[src/hdl/frame_status_pkg.sv]
// package: register offsets, field positions, sizes and carrier types for the frame status queue
package frame_status_pkg;
    // ****************************************************************
    // register map (byte addresses on the apb bus)
    // ****************************************************************
    localparam logic [7:0] ADDR_RX_COND_STATUS = 8'h04; // receive_condition_status_reg
    localparam logic [7:0] ADDR_BYTE_COUNT_LOW = 8'h18; // byte_count_low_reg
    localparam logic [7:0] ADDR_BYTE_COUNT_HIGH = 8'h1c; // byte_count_high_fifo_status_reg
    localparam logic [7:0] ADDR_EXT_STATUS_CTRL = 8'h3c; // ext_status_irq_control_reg

    // ****************************************************************
    // field positions
    // ****************************************************************
    localparam int QUEUE_EN_BIT = 2;     // queue enable in the control register
    localparam int DATA_AVAIL_BIT = 6;   // data available in the upper count register
    localparam int OVERFLOW_BIT = 7;     // overflow in the upper count register
    localparam int ALL_SENT_BIT = 0;     // status bits of the condition register, live or from the head entry
    localparam int RESIDUE_LSB = 1;
    localparam int PARITY_BIT = 4;
    localparam int OVERRUN_BIT = 5;
    localparam int CRC_ERR_BIT = 6;
    localparam int EOF_BIT = 7;

    // ****************************************************************
    // sizes and reset values
    // ****************************************************************
    localparam int QUEUE_DEPTH = 10;
    localparam int COUNT_WIDTH = 14;
    localparam int ENTRY_WIDTH = 19;
    localparam logic [7:0] CTRL_RESET = 8'h00;
    localparam logic [COUNT_WIDTH-1:0] COUNT_RESET = 14'h0000;

    // ****************************************************************
    // carrier types
    // ****************************************************************
    // one queue entry: 5 status bits and the byte count
    typedef struct packed {
        logic [2:0] residue;
        logic overrun;
        logic crc_err;
        logic [COUNT_WIDTH-1:0] count;
    } queue_entry_t;

    // live receiver status and events
    typedef struct packed {
        logic all_sent;
        logic parity_err;
        logic eof;
        logic [2:0] residue;
        logic overrun;
        logic crc_err;
    } rx_status_t;
endpackage

[src/hdl/sdlc_frame_status_fifo.sv]
// design: frame status queue and receive byte counter with an apb register slave
// ****************************************************************
// Summary of operation
// - with queue enabled and non-empty, count reads come from head entry, status reads from an upper count read up to the popping status read
// - a status register read after an upper count read saw data pops one queue entry
// - empty queue: live status is read, count registers give undefined bits
// - upper count bit 6 shows queue not empty
// - all-sent, parity and end-of-frame bits always read live
// - each entry stores three residue bits, overrun and crc error
// - repeated status reads pop at most one entry per sequence
// - upper count read latches bit 6 and selects live path if empty
// - status read on empty queue never pops or disturbs pointers
// - end of frame with queue enabled writes status and count as one entry
// - only end of frame advances the write pointer
// - overflow sets the msb of the upper count register
// - overflow and queue logic clear on reset, on clearing enable or on leaving sdlc/hdlc mode
// - byte counter is 14 bits wide, frames up to 16383 bytes
// - byte counter counts only in sdlc/hdlc mode
// - byte counter clears when a flag character is received
// - the clear follows the capture of the count into the queue
// - counter increments once per byte written to the receive data fifo
// - count reflects bytes received, not bytes read out
// - queue holds 10 entries of 19 bits, apart from the data fifo
// - queue works only when enabled and in sdlc/hdlc mode, else bypass
// - queue enable clears to 0 on reset
// - pointers reset when queue disabled and on any reset
// ****************************************************************
`timescale 1ns/1ps
`default_nettype none

module sdlc_frame_status_fifo #(
    parameter int DEPTH = frame_status_pkg::QUEUE_DEPTH
) (
    // clock and reset
    input wire logic i_core_clk,
    input wire logic i_sys_rst,
    // apb slave
    input wire logic i_psel,
    input wire logic i_penable,
    input wire logic i_pwrite,
    input wire logic [7:0] i_paddr,
    input wire logic [31:0] i_pwdata,
    output logic [31:0] o_prdata,
    output logic o_pready,
    output logic o_pslverr,
    // receiver side, same clock domain
    input wire logic i_sdlc_mode,
    input wire frame_status_pkg::rx_status_t i_rx_status,
    input wire logic i_rx_byte_wr,
    input wire logic i_flag_rx,
    // state
    output logic o_queue_active,
    output logic o_queue_overflow
);
    localparam int PTR_W = $clog2(DEPTH);
    localparam int CNT_W = $clog2(DEPTH + 1);
    localparam logic [PTR_W-1:0] PTR_LAST = PTR_W'(DEPTH - 1);
    localparam logic [CNT_W-1:0] CNT_FULL = CNT_W'(DEPTH);

    // ****************************************************************
    // state
    // ****************************************************************
    logic [7:0] ctrl_q;
    logic [frame_status_pkg::COUNT_WIDTH-1:0] byte_cnt_q;
    frame_status_pkg::queue_entry_t mem_q [DEPTH];
    logic [PTR_W-1:0] wr_ptr_q;
    logic [PTR_W-1:0] rd_ptr_q;
    logic [CNT_W-1:0] fill_q;
    logic overflow_q;
    logic avail_latch_q;
    logic popped_q;
    logic [31:0] prdata_q;

    // ****************************************************************
    // decode
    // ****************************************************************
    wire logic acc = i_psel && i_penable;
    wire logic wr_acc = acc && i_pwrite;
    wire logic rd_acc = acc && !i_pwrite;
    wire logic hit_stat = i_paddr == frame_status_pkg::ADDR_RX_COND_STATUS;
    wire logic hit_low = i_paddr == frame_status_pkg::ADDR_BYTE_COUNT_LOW;
    wire logic hit_high = i_paddr == frame_status_pkg::ADDR_BYTE_COUNT_HIGH;
    wire logic hit_ctrl = i_paddr == frame_status_pkg::ADDR_EXT_STATUS_CTRL;
    wire logic hit_any = hit_stat || hit_low || hit_high || hit_ctrl;
    wire logic q_en = ctrl_q[frame_status_pkg::QUEUE_EN_BIT];
    wire logic active = q_en && i_sdlc_mode;
    wire logic not_empty = fill_q != '0;
    wire logic full = fill_q == CNT_FULL;
    wire logic [7:0] wdat = i_pwdata[7:0];
    wire logic en_drop = wr_acc && hit_ctrl && !wdat[frame_status_pkg::QUEUE_EN_BIT];
    wire logic q_clear = !active || en_drop;
    wire logic push = active && i_rx_status.eof && !full;
    wire logic ovf_set = active && i_rx_status.eof && full;
    // head is used while enabled and non-empty, after an upper read saw data,
    // and only until the status read of that sequence has popped it
    wire logic use_head = active && not_empty && avail_latch_q && !popped_q;
    wire logic pop = rd_acc && hit_stat && use_head && !popped_q;
    frame_status_pkg::queue_entry_t head;
    assign head = mem_q[rd_ptr_q];

    // ****************************************************************
    // read data mux
    // ****************************************************************
    logic [7:0] stat_rd;
    logic [7:0] low_rd;
    logic [7:0] high_rd;
    always_comb begin
        stat_rd = '0;
        stat_rd[frame_status_pkg::ALL_SENT_BIT] = i_rx_status.all_sent;
        stat_rd[frame_status_pkg::PARITY_BIT] = i_rx_status.parity_err;
        stat_rd[frame_status_pkg::EOF_BIT] = i_rx_status.eof;
        if (use_head) begin
            stat_rd[frame_status_pkg::RESIDUE_LSB +: 3] = head.residue;
            stat_rd[frame_status_pkg::OVERRUN_BIT] = head.overrun;
            stat_rd[frame_status_pkg::CRC_ERR_BIT] = head.crc_err;
        end else begin
            stat_rd[frame_status_pkg::RESIDUE_LSB +: 3] = i_rx_status.residue;
            stat_rd[frame_status_pkg::OVERRUN_BIT] = i_rx_status.overrun;
            stat_rd[frame_status_pkg::CRC_ERR_BIT] = i_rx_status.crc_err;
        end
        // undefined when empty: the head slot is shown as is
        low_rd = head.count[7:0];
        high_rd = {2'b00, head.count[13:8]};
        high_rd[frame_status_pkg::DATA_AVAIL_BIT] = active && not_empty;
        high_rd[frame_status_pkg::OVERFLOW_BIT] = overflow_q;
    end

    wire logic [7:0] rd_sel = hit_stat ? stat_rd :
                              hit_low ? low_rd :
                              hit_high ? high_rd :
                              hit_ctrl ? ctrl_q : 8'h00;

    // ****************************************************************
    // apb answer: zero wait states, error on unmapped address
    // ****************************************************************
    assign o_pready = 1'b1;
    assign o_pslverr = acc && !hit_any;
    assign o_prdata = prdata_q;
    assign o_queue_active = active;
    assign o_queue_overflow = overflow_q;

    // read data register, updated at the setup cycle so it is stable in access
    always_ff @(posedge i_core_clk) begin
        if (i_sys_rst) begin
            prdata_q <= 32'h0000_0000;
        end else if (i_psel && !i_penable && !i_pwrite) begin
            prdata_q <= {24'h00_0000, rd_sel};
        end
    end

    // control register
    always_ff @(posedge i_core_clk) begin
        if (i_sys_rst) begin
            ctrl_q <= frame_status_pkg::CTRL_RESET;
        end else if (wr_acc && hit_ctrl) begin
            ctrl_q <= wdat;
        end
    end

    // ****************************************************************
    // byte counter
    // ****************************************************************
    // eof capture uses the old value, the flag clear lands afterwards
    always_ff @(posedge i_core_clk) begin
        if (i_sys_rst) begin
            byte_cnt_q <= frame_status_pkg::COUNT_RESET;
        end else if (i_sdlc_mode) begin
            if (i_flag_rx) begin
                byte_cnt_q <= frame_status_pkg::COUNT_RESET;
            end else if (i_rx_byte_wr) begin
                byte_cnt_q <= byte_cnt_q + 14'h0001;
            end
        end
    end

    // ****************************************************************
    // queue storage, one array of DEPTH entries
    // ****************************************************************
    always_ff @(posedge i_core_clk) begin
        if (push) begin
            mem_q[wr_ptr_q] <= '{residue: i_rx_status.residue,
                                 overrun: i_rx_status.overrun,
                                 crc_err: i_rx_status.crc_err,
                                 count: byte_cnt_q};
        end
    end

    // pointers and fill level
    always_ff @(posedge i_core_clk) begin
        if (i_sys_rst || q_clear) begin
            wr_ptr_q <= '0;
            rd_ptr_q <= '0;
            fill_q <= '0;
        end else begin
            if (push) begin
                wr_ptr_q <= (wr_ptr_q == PTR_LAST) ? '0 : wr_ptr_q + 1'b1;
            end
            if (pop) begin
                rd_ptr_q <= (rd_ptr_q == PTR_LAST) ? '0 : rd_ptr_q + 1'b1;
            end
            fill_q <= fill_q + CNT_W'(push) - CNT_W'(pop);
        end
    end

    // overflow flag, held until the enable is dropped or sdlc/hdlc mode is left
    always_ff @(posedge i_core_clk) begin
        if (i_sys_rst || q_clear) begin
            overflow_q <= 1'b0;
        end else if (ovf_set) begin
            overflow_q <= 1'b1;
        end
    end

    // read sequence state: upper read latches availability, status read ends it
    always_ff @(posedge i_core_clk) begin
        if (i_sys_rst || q_clear) begin
            avail_latch_q <= 1'b0;
            popped_q <= 1'b0;
        end else if (rd_acc && hit_high) begin
            avail_latch_q <= not_empty;
            popped_q <= 1'b0;
        end else if (pop) begin
            popped_q <= 1'b1;
        end
    end

    // ****************************************************************
    // checks
    // ****************************************************************
    chk_pop_single: assert property (@(posedge i_core_clk) disable iff (i_sys_rst)
        pop |=> !pop throughout (!(rd_acc && hit_high))[*2])
        else $error("second pop without new upper read");
    chk_no_underflow: assert property (@(posedge i_core_clk) disable iff (i_sys_rst)
        (fill_q == '0) |-> !pop)
        else $error("pop on empty queue");
    chk_avail_bit: assert property (@(posedge i_core_clk) disable iff (i_sys_rst)
        high_rd[6] == (active && fill_q != '0))
        else $error("data available bit wrong");
    chk_push_count: assert property (@(posedge i_core_clk) disable iff (i_sys_rst)
        (push && !pop && !q_clear) |=> fill_q == $past(fill_q) + 1'b1)
        else $error("eof did not add an entry");
    chk_pop_count: assert property (@(posedge i_core_clk) disable iff (i_sys_rst)
        (pop && !push && !q_clear) |=> fill_q == $past(fill_q) - 1'b1)
        else $error("status read did not pop");
    chk_wr_only_eof: assert property (@(posedge i_core_clk) disable iff (i_sys_rst)
        (!i_rx_status.eof && !q_clear) |=> $stable(wr_ptr_q))
        else $error("write pointer moved without eof");
    chk_ovf_sticky: assert property (@(posedge i_core_clk) disable iff (i_sys_rst)
        (overflow_q && !q_clear) |=> overflow_q)
        else $error("overflow cleared without disable");
    chk_ovf_set: assert property (@(posedge i_core_clk) disable iff (i_sys_rst)
        ovf_set |=> overflow_q)
        else $error("overflow not flagged");
    chk_cnt_clear: assert property (@(posedge i_core_clk) disable iff (i_sys_rst)
        (i_sdlc_mode && i_flag_rx) |=> byte_cnt_q == '0)
        else $error("flag did not clear byte count");
    chk_cnt_incr: assert property (@(posedge i_core_clk) disable iff (i_sys_rst)
        (i_sdlc_mode && !i_flag_rx && i_rx_byte_wr) |=> byte_cnt_q == $past(byte_cnt_q) + 1'b1)
        else $error("byte write did not count");
    chk_cnt_mode: assert property (@(posedge i_core_clk) disable iff (i_sys_rst)
        !i_sdlc_mode |=> $stable(byte_cnt_q))
        else $error("counter moved outside sdlc mode");
    chk_bypass_empty: assert property (@(posedge i_core_clk) disable iff (i_sys_rst)
        !active |=> fill_q == '0)
        else $error("queue held data while inactive");

    // ****************************************************************
    // checks on the bus answer and the read path
    // ****************************************************************
    // slave never stretches a transfer
    chk_pready_high: assert property (@(posedge i_core_clk) disable iff (i_sys_rst)
        o_pready)
        else $error("pready dropped");

    // error answer only in access to an unmapped address
    chk_pslverr_map: assert property (@(posedge i_core_clk) disable iff (i_sys_rst)
        o_pslverr == (acc && !hit_any))
        else $error("pslverr wrong");

    // read word loaded at the setup edge from the selected register
    chk_prdata_load: assert property (@(posedge i_core_clk) disable iff (i_sys_rst)
        (i_psel && !i_penable && !i_pwrite) |=> o_prdata == {24'h00_0000, $past(rd_sel)})
        else $error("read data not loaded in setup");

    // upper bits of the read word stay zero
    chk_prdata_upper: assert property (@(posedge i_core_clk) disable iff (i_sys_rst)
        o_prdata[31:8] == 24'h00_0000)
        else $error("read data upper bits set");

    // control write lands in access
    chk_ctrl_write: assert property (@(posedge i_core_clk) disable iff (i_sys_rst)
        (wr_acc && hit_ctrl) |=> ctrl_q == $past(wdat))
        else $error("control write lost");

    // control register comes out of reset disabled
    chk_ctrl_reset: assert property (@(posedge i_core_clk)
        i_sys_rst |=> ctrl_q == frame_status_pkg::CTRL_RESET)
        else $error("control not cleared by reset");

    // all-sent, parity and end-of-frame always read live
    chk_live_bits: assert property (@(posedge i_core_clk) disable iff (i_sys_rst)
        stat_rd[0] == i_rx_status.all_sent && stat_rd[4] == i_rx_status.parity_err
        && stat_rd[7] == i_rx_status.eof)
        else $error("bypass status bits not live");

    // queued status bits come from the head entry
    chk_head_status: assert property (@(posedge i_core_clk) disable iff (i_sys_rst)
        use_head |-> stat_rd[3:1] == head.residue && stat_rd[5] == head.overrun
        && stat_rd[6] == head.crc_err)
        else $error("status not taken from head");

    // without a head the status path is the live one
    chk_live_path: assert property (@(posedge i_core_clk) disable iff (i_sys_rst)
        !use_head |-> stat_rd[3:1] == i_rx_status.residue
        && stat_rd[5] == i_rx_status.overrun && stat_rd[6] == i_rx_status.crc_err)
        else $error("live status path not selected");

    // lower count register shows the head count
    chk_low_count: assert property (@(posedge i_core_clk) disable iff (i_sys_rst)
        low_rd == head.count[7:0] && high_rd[5:0] == head.count[13:8])
        else $error("count registers not from head");

    // overflow bit in the msb of the upper count register
    chk_ovf_bit: assert property (@(posedge i_core_clk) disable iff (i_sys_rst)
        high_rd[7] == overflow_q)
        else $error("overflow bit not shown");

    // ****************************************************************
    // checks on the queue control
    // ****************************************************************
    // disable or mode exit empties the queue
    chk_clear_ptrs: assert property (@(posedge i_core_clk) disable iff (i_sys_rst)
        q_clear |=> fill_q == '0 && wr_ptr_q == '0 && rd_ptr_q == '0)
        else $error("pointers not reset on disable");

    // disable also clears the overflow flag
    chk_clear_ovf: assert property (@(posedge i_core_clk) disable iff (i_sys_rst)
        q_clear |=> !overflow_q)
        else $error("overflow kept after disable");

    // a full queue takes no new entry
    chk_full_no_push: assert property (@(posedge i_core_clk) disable iff (i_sys_rst)
        full |-> !push)
        else $error("push into full queue");

    // fill level never passes the depth
    chk_fill_bound: assert property (@(posedge i_core_clk) disable iff (i_sys_rst)
        fill_q <= CNT_FULL)
        else $error("fill level above depth");

    // the entry holds status and the count before the flag clear
    chk_push_store: assert property (@(posedge i_core_clk) disable iff (i_sys_rst)
        push |=> mem_q[$past(wr_ptr_q)] == $past({i_rx_status.residue,
            i_rx_status.overrun, i_rx_status.crc_err, byte_cnt_q}))
        else $error("entry not stored as captured");

    // upper count read latches availability
    chk_latch_upper: assert property (@(posedge i_core_clk) disable iff (i_sys_rst)
        (rd_acc && hit_high && !q_clear) |=> avail_latch_q == $past(not_empty))
        else $error("availability not latched");

    // a pop blocks further pops of the sequence
    chk_pop_latch: assert property (@(posedge i_core_clk) disable iff (i_sys_rst)
        (pop && !q_clear) |=> popped_q)
        else $error("pop not remembered");

    // an inactive queue is never popped
    chk_no_pop_idle: assert property (@(posedge i_core_clk) disable iff (i_sys_rst)
        !active |-> !pop)
        else $error("pop while queue inactive");

    // read pointer moves only on a pop
    chk_rd_ptr_pop: assert property (@(posedge i_core_clk) disable iff (i_sys_rst)
        (!pop && !q_clear) |=> $stable(rd_ptr_q))
        else $error("read pointer moved without pop");

    // the counter wraps at its 14-bit width
    chk_cnt_wrap: assert property (@(posedge i_core_clk) disable iff (i_sys_rst)
        (i_sdlc_mode && !i_flag_rx && i_rx_byte_wr && byte_cnt_q == '1) |=> byte_cnt_q == '0)
        else $error("byte counter did not wrap");
endmodule // sdlc_frame_status_fifo

`default_nettype wire

[config.mk]
export PLATFORM = sky130hd
export DESIGN_NAME = sdlc_frame_status_fifo
export DESIGN_NICKNAME = d
export VERILOG_FILES = /design/src/hdl/frame_status_pkg.sv /design/src/hdl/sdlc_frame_status_fifo.sv
export SDC_FILE = /design/constraint.sdc
export NUM_CORES = 1
export LEC_CHECK = 0
export BUFFER_PORTS_ARGS = -buffer_cell sky130_fd_sc_hd__buf_2
export CAP_MARGIN = 0
export CORE_UTILIZATION = 58
export DETAILED_ROUTE_END_ITERATION = 8
export PLACE_DENSITY = 0.89
export SYNTH_ARGS = -nofsm -noshare
export SYNTH_HDL_FRONTEND = slang
export SYNTH_SLANG_ARGS = --single-unit
[constraint.sdc]
create_clock -name i_core_clk -period 4.3 [get_ports i_core_clk]
set_input_delay 0.645 -clock i_core_clk [delete_from_list [all_inputs] [get_ports i_core_clk]]
set_output_delay 0.645 -clock i_core_clk [all_outputs]
set_load 0.03 [all_outputs]
==> results_dict.tcl, run 1 <==
set metrics [dict create \
    required_ns 4.50 \
    drc 0 \
    rsz0062_at_grt "no" \
    fin_crit_sh_pct 74.78 \
    final_cell_mix "edfxtp_1 (190), nor2_1 (47), dfxtp_1 (47)" \
    via_per_inst 6.317 \
    yosysWarnings 0 \
    via_count 5995 \
    wl_per_cell_um 23.40 \
    rows 47 \
    arrival_ns 3.41 \
    ys_types 57 \
    die-area_um2 17500 \
    hp-class "in2reg" \
    status "finished, final reports clean" \
    timing.hold.ws_ns 0.3946 \
    io_buffers 42 \
    gp_congestion 0.8576 \
    drtAntennaViolNets 0 \
    grt_pass1_vias 5942 \
    drtIter0Drc 829 \
    synth_area_um2 9848 \
    tightestPinTransition_ns 0.9827 \
    coreArea_um2 16580 \
    antenna_found_initial 1 \
    ys_async_sr_fraction_pct 0 \
    die_h_um 132.3 \
    grt.total_usage_pct 25.75 \
    netlist_instances 653 \
    avgSynthCellArea_um2 15.08 \
    syn2layout_area_growth_pct 12.04 \
    initial_core_util_pct 59.39 \
    overflow 0 \
    cts_root_buf "clkbuf_16" \
    crit_path_end_kind "flip-flop" \
    min_period_ns 3.216 \
    maxCapViolCount 0 \
    maxSlewViolCount 0 \
    ioPinCount 92 \
    setup_tns_ns 0 \
    cts.hold.buffers_added 0 \
    cts_tree "built" \
    vdd_drop_max_uv 303.5 \
    clock_sinks 239 \
    setup_viol 0 \
    dpl_worst_slack_ns 0.9994 \
    mostFrequentLayoutCell "edfxtp_1" \
    leakage_nw 3.854 \
    clockBufferDepth 3 \
    yosysSeqAreaShare_pct 67.89 \
    cts_resized 0 \
    cts_setup_buffers 0 \
    worst_slack_ns 1.084 \
    grt_pass1_wl_um 33780 \
    clock_latency_ns 0.52 \
    clk_pin_slew_worst_paths_ns 0.07 \
    finalWirelength_um 22210 \
    drtPass1Iterations 6 \
    drive_gt1_share_pct 22.53 \
    critPathMaxFanout 10 \
    die_w_um 132.3 \
    cts.htree.levels 1 \
    path_class "reg2reg" \
    hold_viol_final 0 \
    synth_seq_cells 239 \
    startpoint_type "flip-flop" \
    synth_flop_cell "edfxtp_1" \
    filler_cell_count 1056 \
    clock.fmax_mhz 311.0 \
    relSlewSlack_pct 34.49 \
    fin_nets 776 \
    fin_worst_skew_ns 0.02463 \
    numCtsBuffers 22 \
    place_hpwl_um 14150 \
    grt_max_degree 42 \
    synth_edf_count 190 \
    power.density_nw_per_um2 401.3 \
]
==> Yosys cell counts, drive strengths merged (9+ instances only) <==
cell type | number | area [um2]
edfxtp | 190 | 5705
nor2 | 51 | 191.4
dfxtp | 49 | 980.9
buf | 35 | 235.2
a21oi | 33 | 165.2
mux4 | 32 | 720.7
mux2i | 25 | 250.2
nand2 | 25 | 93.84
clkbuf | 19 | 71.32
mux2 | 17 | 191.4
nor3 | 16 | 85.08
inv | 13 | 48.80
o21ai | 13 | 65.06
nor2b | 12 | 75.07
xor2 | 11 | 96.34
and3 | 9 | 56.30
nand3 | 9 | 45.04
==> power by group <==
group / leakage, nW / internal [mW] / total (mW) / switching, mW
Combinational: 1.21 / 0.0260 / 0.113 / 0.0866
Sequential: 2.31 / 2.47 / 2.48 / 0.00467
Clock: 0.333 / 1.02 / 1.84 / 0.818
==> routing by layer <==
metal	vias up	track usage [%]	share of wire, %
li1	2575	-	-
met1	2933	33.86	37
met2	410	43.42	49
met3	75	4.652	10
met4	2	9.132	3.6
met5	-	0	0.059
==> state kept, by name (all words and copies together), names as in the netlist, named ones only <==
name,count
wr_ptr_q,4
mem_q,190
byte_cnt_q,14
ctrl_q,8
fill_q,4
rd_ptr_q,4
o_prdata,8
popped_q,1
o_queue_overflow,1
avail_latch_q,1
==> area by class of cell <==
class	instances	area, um2	area share [%]
Tap cell	220	275.3	2.495
Sequential cell	239	6689	60.62
Inverter	15	56.30	0.5103
Antenna cell	1	2.502	0.02268
Multi-Input combinational cell	368	2939	26.64
Timing Repair Buffer	66	390.4	3.538
Clock buffer	25	571.8	5.182
Clock inverter	15	110.1	0.9979
==> final timing paths <==
path / start / end / slack (ns) / depth (start not counted)
max: fill_q[2]$_SDFF_PP0_ / mem_q[6][11]$_DFFE_PP_ / 1.08 / 9
min: i_pwdata[4] / ctrl_q[4]$_SDFFE_PP0P_ / 0.39 / 3
max reg2reg: fill_q[2]$_SDFF_PP0_ / mem_q[6][11]$_DFFE_PP_ / 1.08 / 9
min reg2reg: o_prdata[1]$_SDFFE_PP0P_ / o_prdata[1]$_SDFFE_PP0P_ / 0.50 / 2
==> critical path, cell delays in order, from the launching register on <==
cell	delay (ns)
dfxtp_1	0.31
inv_1	0.07
ha_1	0.20
and3b_1	0.19
nor3b_1	0.67
inv_2	0.11
nor2_1	0.18
nand2_1	0.13
nor2_2	0.67
buf_4	0.38
==> cell families after synthesis <==
family / share of synthesized area [%]
compound gates: 5.742
xor+xnor: 1.423
fa+ha+maj: 1.093
buf+inv: 3.685
flops: 67.89
mux: 11.80
other cells: 0.07626
simple gates: 8.283
==> through the flow <==
step | power [mW] | area (um2) | instances | util [%]
6_report | 4.428 | 11030 | 949 | 66.54
5_1_grt | 4.520 | 11030 | 948 | 66.52
4_1_cts | 4.437 | 11030 | 948 | 66.52
3_5_place_dp | 2.638 | 10350 | 908 | 62.41
3_3_place_gp | 2.634 | 10350 | 908 | 62.41
2_1_floorplan | 2.612 | 9935 | 676 | -
Power figures use the tool's default switching activity.
==> inputs of run 2 (changes only) <==
--- a/config.mk
+++ b/config.mk
@@ -5,11 +5,12 @@
 export SDC_FILE = /design/constraint.sdc
 export NUM_CORES = 1
 export LEC_CHECK = 0
+export ABC_AREA = 1
 export BUFFER_PORTS_ARGS = -buffer_cell sky130_fd_sc_hd__buf_2
 export CAP_MARGIN = 0
-export CORE_UTILIZATION = 58
+export CORE_UTILIZATION = 54
 export DETAILED_ROUTE_END_ITERATION = 8
-export PLACE_DENSITY = 0.89
+export PLACE_DENSITY = 0.87
 export SYNTH_ARGS = -nofsm -noshare
 export SYNTH_HDL_FRONTEND = slang
 export SYNTH_SLANG_ARGS = --single-unit
==> constraint.sdc (replaced) <==
create_clock -name i_core_clk -period 2.8 [get_ports i_core_clk]
set_input_delay 0.42 -clock i_core_clk [delete_from_list [all_inputs] [get_ports i_core_clk]]
set_output_delay 0.42 -clock i_core_clk [all_outputs]
set_load 0.03 [all_outputs]
==> run 2 against run 1 <==
Compared with the run above:
- combinational power rose by 30%
- via count rose by 26%
- setup slack got worse by 0.53 ns
- maximum frequency rose by 43%
- clock skew fell by 0.0055 ns
- clock-buffer cell count rose by 8
- register-to-register slack got worse by 0.53 ns
- sequential power rose by 54%
- clock power rose by 56%
- non-clock buffer count did not move
- core utilization fell by 5.2 points
- critical path type unchanged
- largest cell class unchanged
==> results_dict.tcl, run 2 <==
set metrics [dict create \
    cts.hold.buffers_added 0 \
    crit_path_start "fill_q[3]$_SDFF_PP0_" \
    min-delay-start "i_sys_rst" \
    power.density_nw_per_um2 592.8 \
    coreArea_um2 18770 \
    fin_crit_sh_pct 80.34 \
    place_area_um2 10830 \
    drtPass1Iterations 5 \
    die_h_um 140.7 \
    hold_depth 2 \
    final_area_um2 11520 \
    clk_pin_slew_worst_paths_ns 0.06 \
    cts_tree "built" \
    setup_viol 0 \
    hold_viol_final 0 \
    drive_gt1_share_pct 10.71 \
    hp-class "in2reg" \
    critPathMaxFanout 7 \
    diodes 0 \
    via_per_inst 5.521 \
    wl_per_cell_um 16.65 \
    yosysSeqAreaShare_pct 64.33 \
    final_cell_mix "nand2_1 (291), edfxtp_1 (190), nor2_1 (104)" \
    rsz0062_at_grt "no" \
    synth_edf_count 190 \
    synth_area_leaders "edfxtp_1 (55%), nand2_1 (11%), dfxtp_1 (9.4%)" \
    min_period_ns 2.250 \
    fin_util_pct 61.37 \
    cts_setup_buffers 0 \
    drtIter0Drc 871 \
    top_register "mem_q" \
    grt_pass1_vias 7010 \
    io_buffers 42 \
    grt_max_degree 101 \
    netlist_instances 1065 \
    yosysMostFrequentCell "nand2_1" \
    setup_tns_ns 0 \
    place_hpwl_um 13400 \
    cts_resized 0 \
    r2r-start "fill_q[3]$_SDFF_PP0_" \
    clock_sinks 239 \
    syn2layout_area_growth_pct 10.82 \
    cts_root_buf "clkbuf_16" \
    relSlewSlack_pct 35.39 \
    grt_pass1_wl_um 35510 \
    drtAntennaViolNets 0 \
    yosysTopAreaCell "edfxtp_1" \
    fin_worst_skew_ns 0.01915 \
    die-area_um2 19810 \
    filler_cell_count 1359 \
    overflow 0 \
    avgSynthCellArea_um2 9.759 \
    clockBufferDepth 3 \
    die_w_um 140.7 \
    ys_async_sr_fraction_pct 0 \
    path_class "reg2reg" \
    fin_nets 1178 \
    synth_seq_cells 239 \
    tightestPinTransition_ns 0.9692 \
    maxCapViolCount 0 \
    clock.fmax_mhz 444.5 \
    status "finished, final reports clean" \
    largest_reg_flops 190 \
    maxSlewViolCount 0 \
    ys_types 37 \
    arrival_ns 2.68 \
    vdd_drop_max_uv 423.8 \
    startpoint_type "flip-flop" \
    crit_path_end_kind "flip-flop" \
    required_ns 3.23 \
    cts.htree.levels 1 \
    numCtsBuffers 23 \
    gp_congestion 0.8200 \
    synth_flop_cell "edfxtp_1" \
    synth_top_area_share_pct 54.89 \
    drc 0 \
    ioPinCount 92 \
    via_count 7531 \
    rows 50 \
    finalWirelength_um 22720 \
    r2r_cells 12 \
    leakage_nw 4.515 \
    yosys-top-cells-count "nand2_1 (291), edfxtp_1 (190), nor2_1 (112)" \
    top_regs "mem_q x190, byte_cnt_q x14" \
    antenna_found_initial 0 \
    synth_area_um2 10390 \
    ff2ff_setup_slack_ns 0.55 \
    grt.total_usage_pct 23.38 \
    clock_latency_ns 0.51 \
    initial_core_util_pct 55.38 \
    yosysWarnings 0 \
    mostFrequentLayoutCell "nand2_1" \
]
run 2: through the flow:
step | setup WS, ns | power, mW | std cells | hold slack, ns
5_1_grt | 0.3651 | 6.972 | 1364 | 0.1199
4_1_cts | 0.5482 | 6.835 | 1364 | 0.1142
3_3_place_gp | 0.4861 | 4.028 | 1323 | 0.4363
3_5_place_dp | 0.4412 | 4.033 | 1323 | 0.4405
2_1_floorplan | 0.09099 | 4.004 | 1088 | 0.4243
6_report | 0.5504 | 6.828 | 1364 | 0.1255
run 2: routing by layer:
layer,vias to the layer above,share of wire [%],routed length (um),global-route usage [%]
li1,3576,-,-,-
met3,77,9.5,2151,4.280
met2,381,49,11020,39.07
met1,3497,38,8689,30.04
met5,-,0,0,0
met4,0,3.8,857,10.07
run 2: cells by family after synthesis:
group	synth area share (%)
flops	64.33
xor+xnor	0.3371
buf+inv	7.367
compound gates	6.922
simple gates	19.94
other cells	0.07226
fa+ha+maj	1.035
run 2: final cells by class:
| class | count | area, um2 | area share (%) |
|---|---|---|---|
| well taps | 234 | 292.8 | 2.542 |
| clock inverters | 8 | 67.56 | 0.5866 |
| inverters | 102 | 384.1 | 3.335 |
| flip-flops and latches | 239 | 6688 | 58.06 |
| repair buffers | 66 | 415.4 | 3.606 |
| multi-input cells | 682 | 3048 | 26.46 |
| clock buffers | 33 | 623.1 | 5.410 |
run 2: where the power goes:
| part | switching, mW | total [mW] | internal [mW] |
|---|---|---|---|
| clock network | 1.23 | 2.87 | 1.64 |
| logic | 0.113 | 0.147 | 0.0340 |
| registers | 0.0101 | 3.81 | 3.80 |
run 2: worst paths after layout:
path                                               end
worst max-delay path              fill_q[3]$_SDFF_PP0_
worst min-delay path            ctrl_q[6]$_SDFFE_PP0P_
worst min register to register  ctrl_q[1]$_SDFFE_PP0P_
worst max register to register    fill_q[3]$_SDFF_PP0_
run 2: critical path, stage by stage, from the launching register on:
cell	delay [ns]
dfxtp_1	0.36
inv_1	0.06
ha_1	0.17
nand3_1	0.13
nand4_1	0.18
nor2_4	0.23
ha_1	0.18
inv_1	0.07
ha_1	0.27
nand3_1	0.08
nand2_1	0.07
or2_2	0.28
a21oi_1	0.11
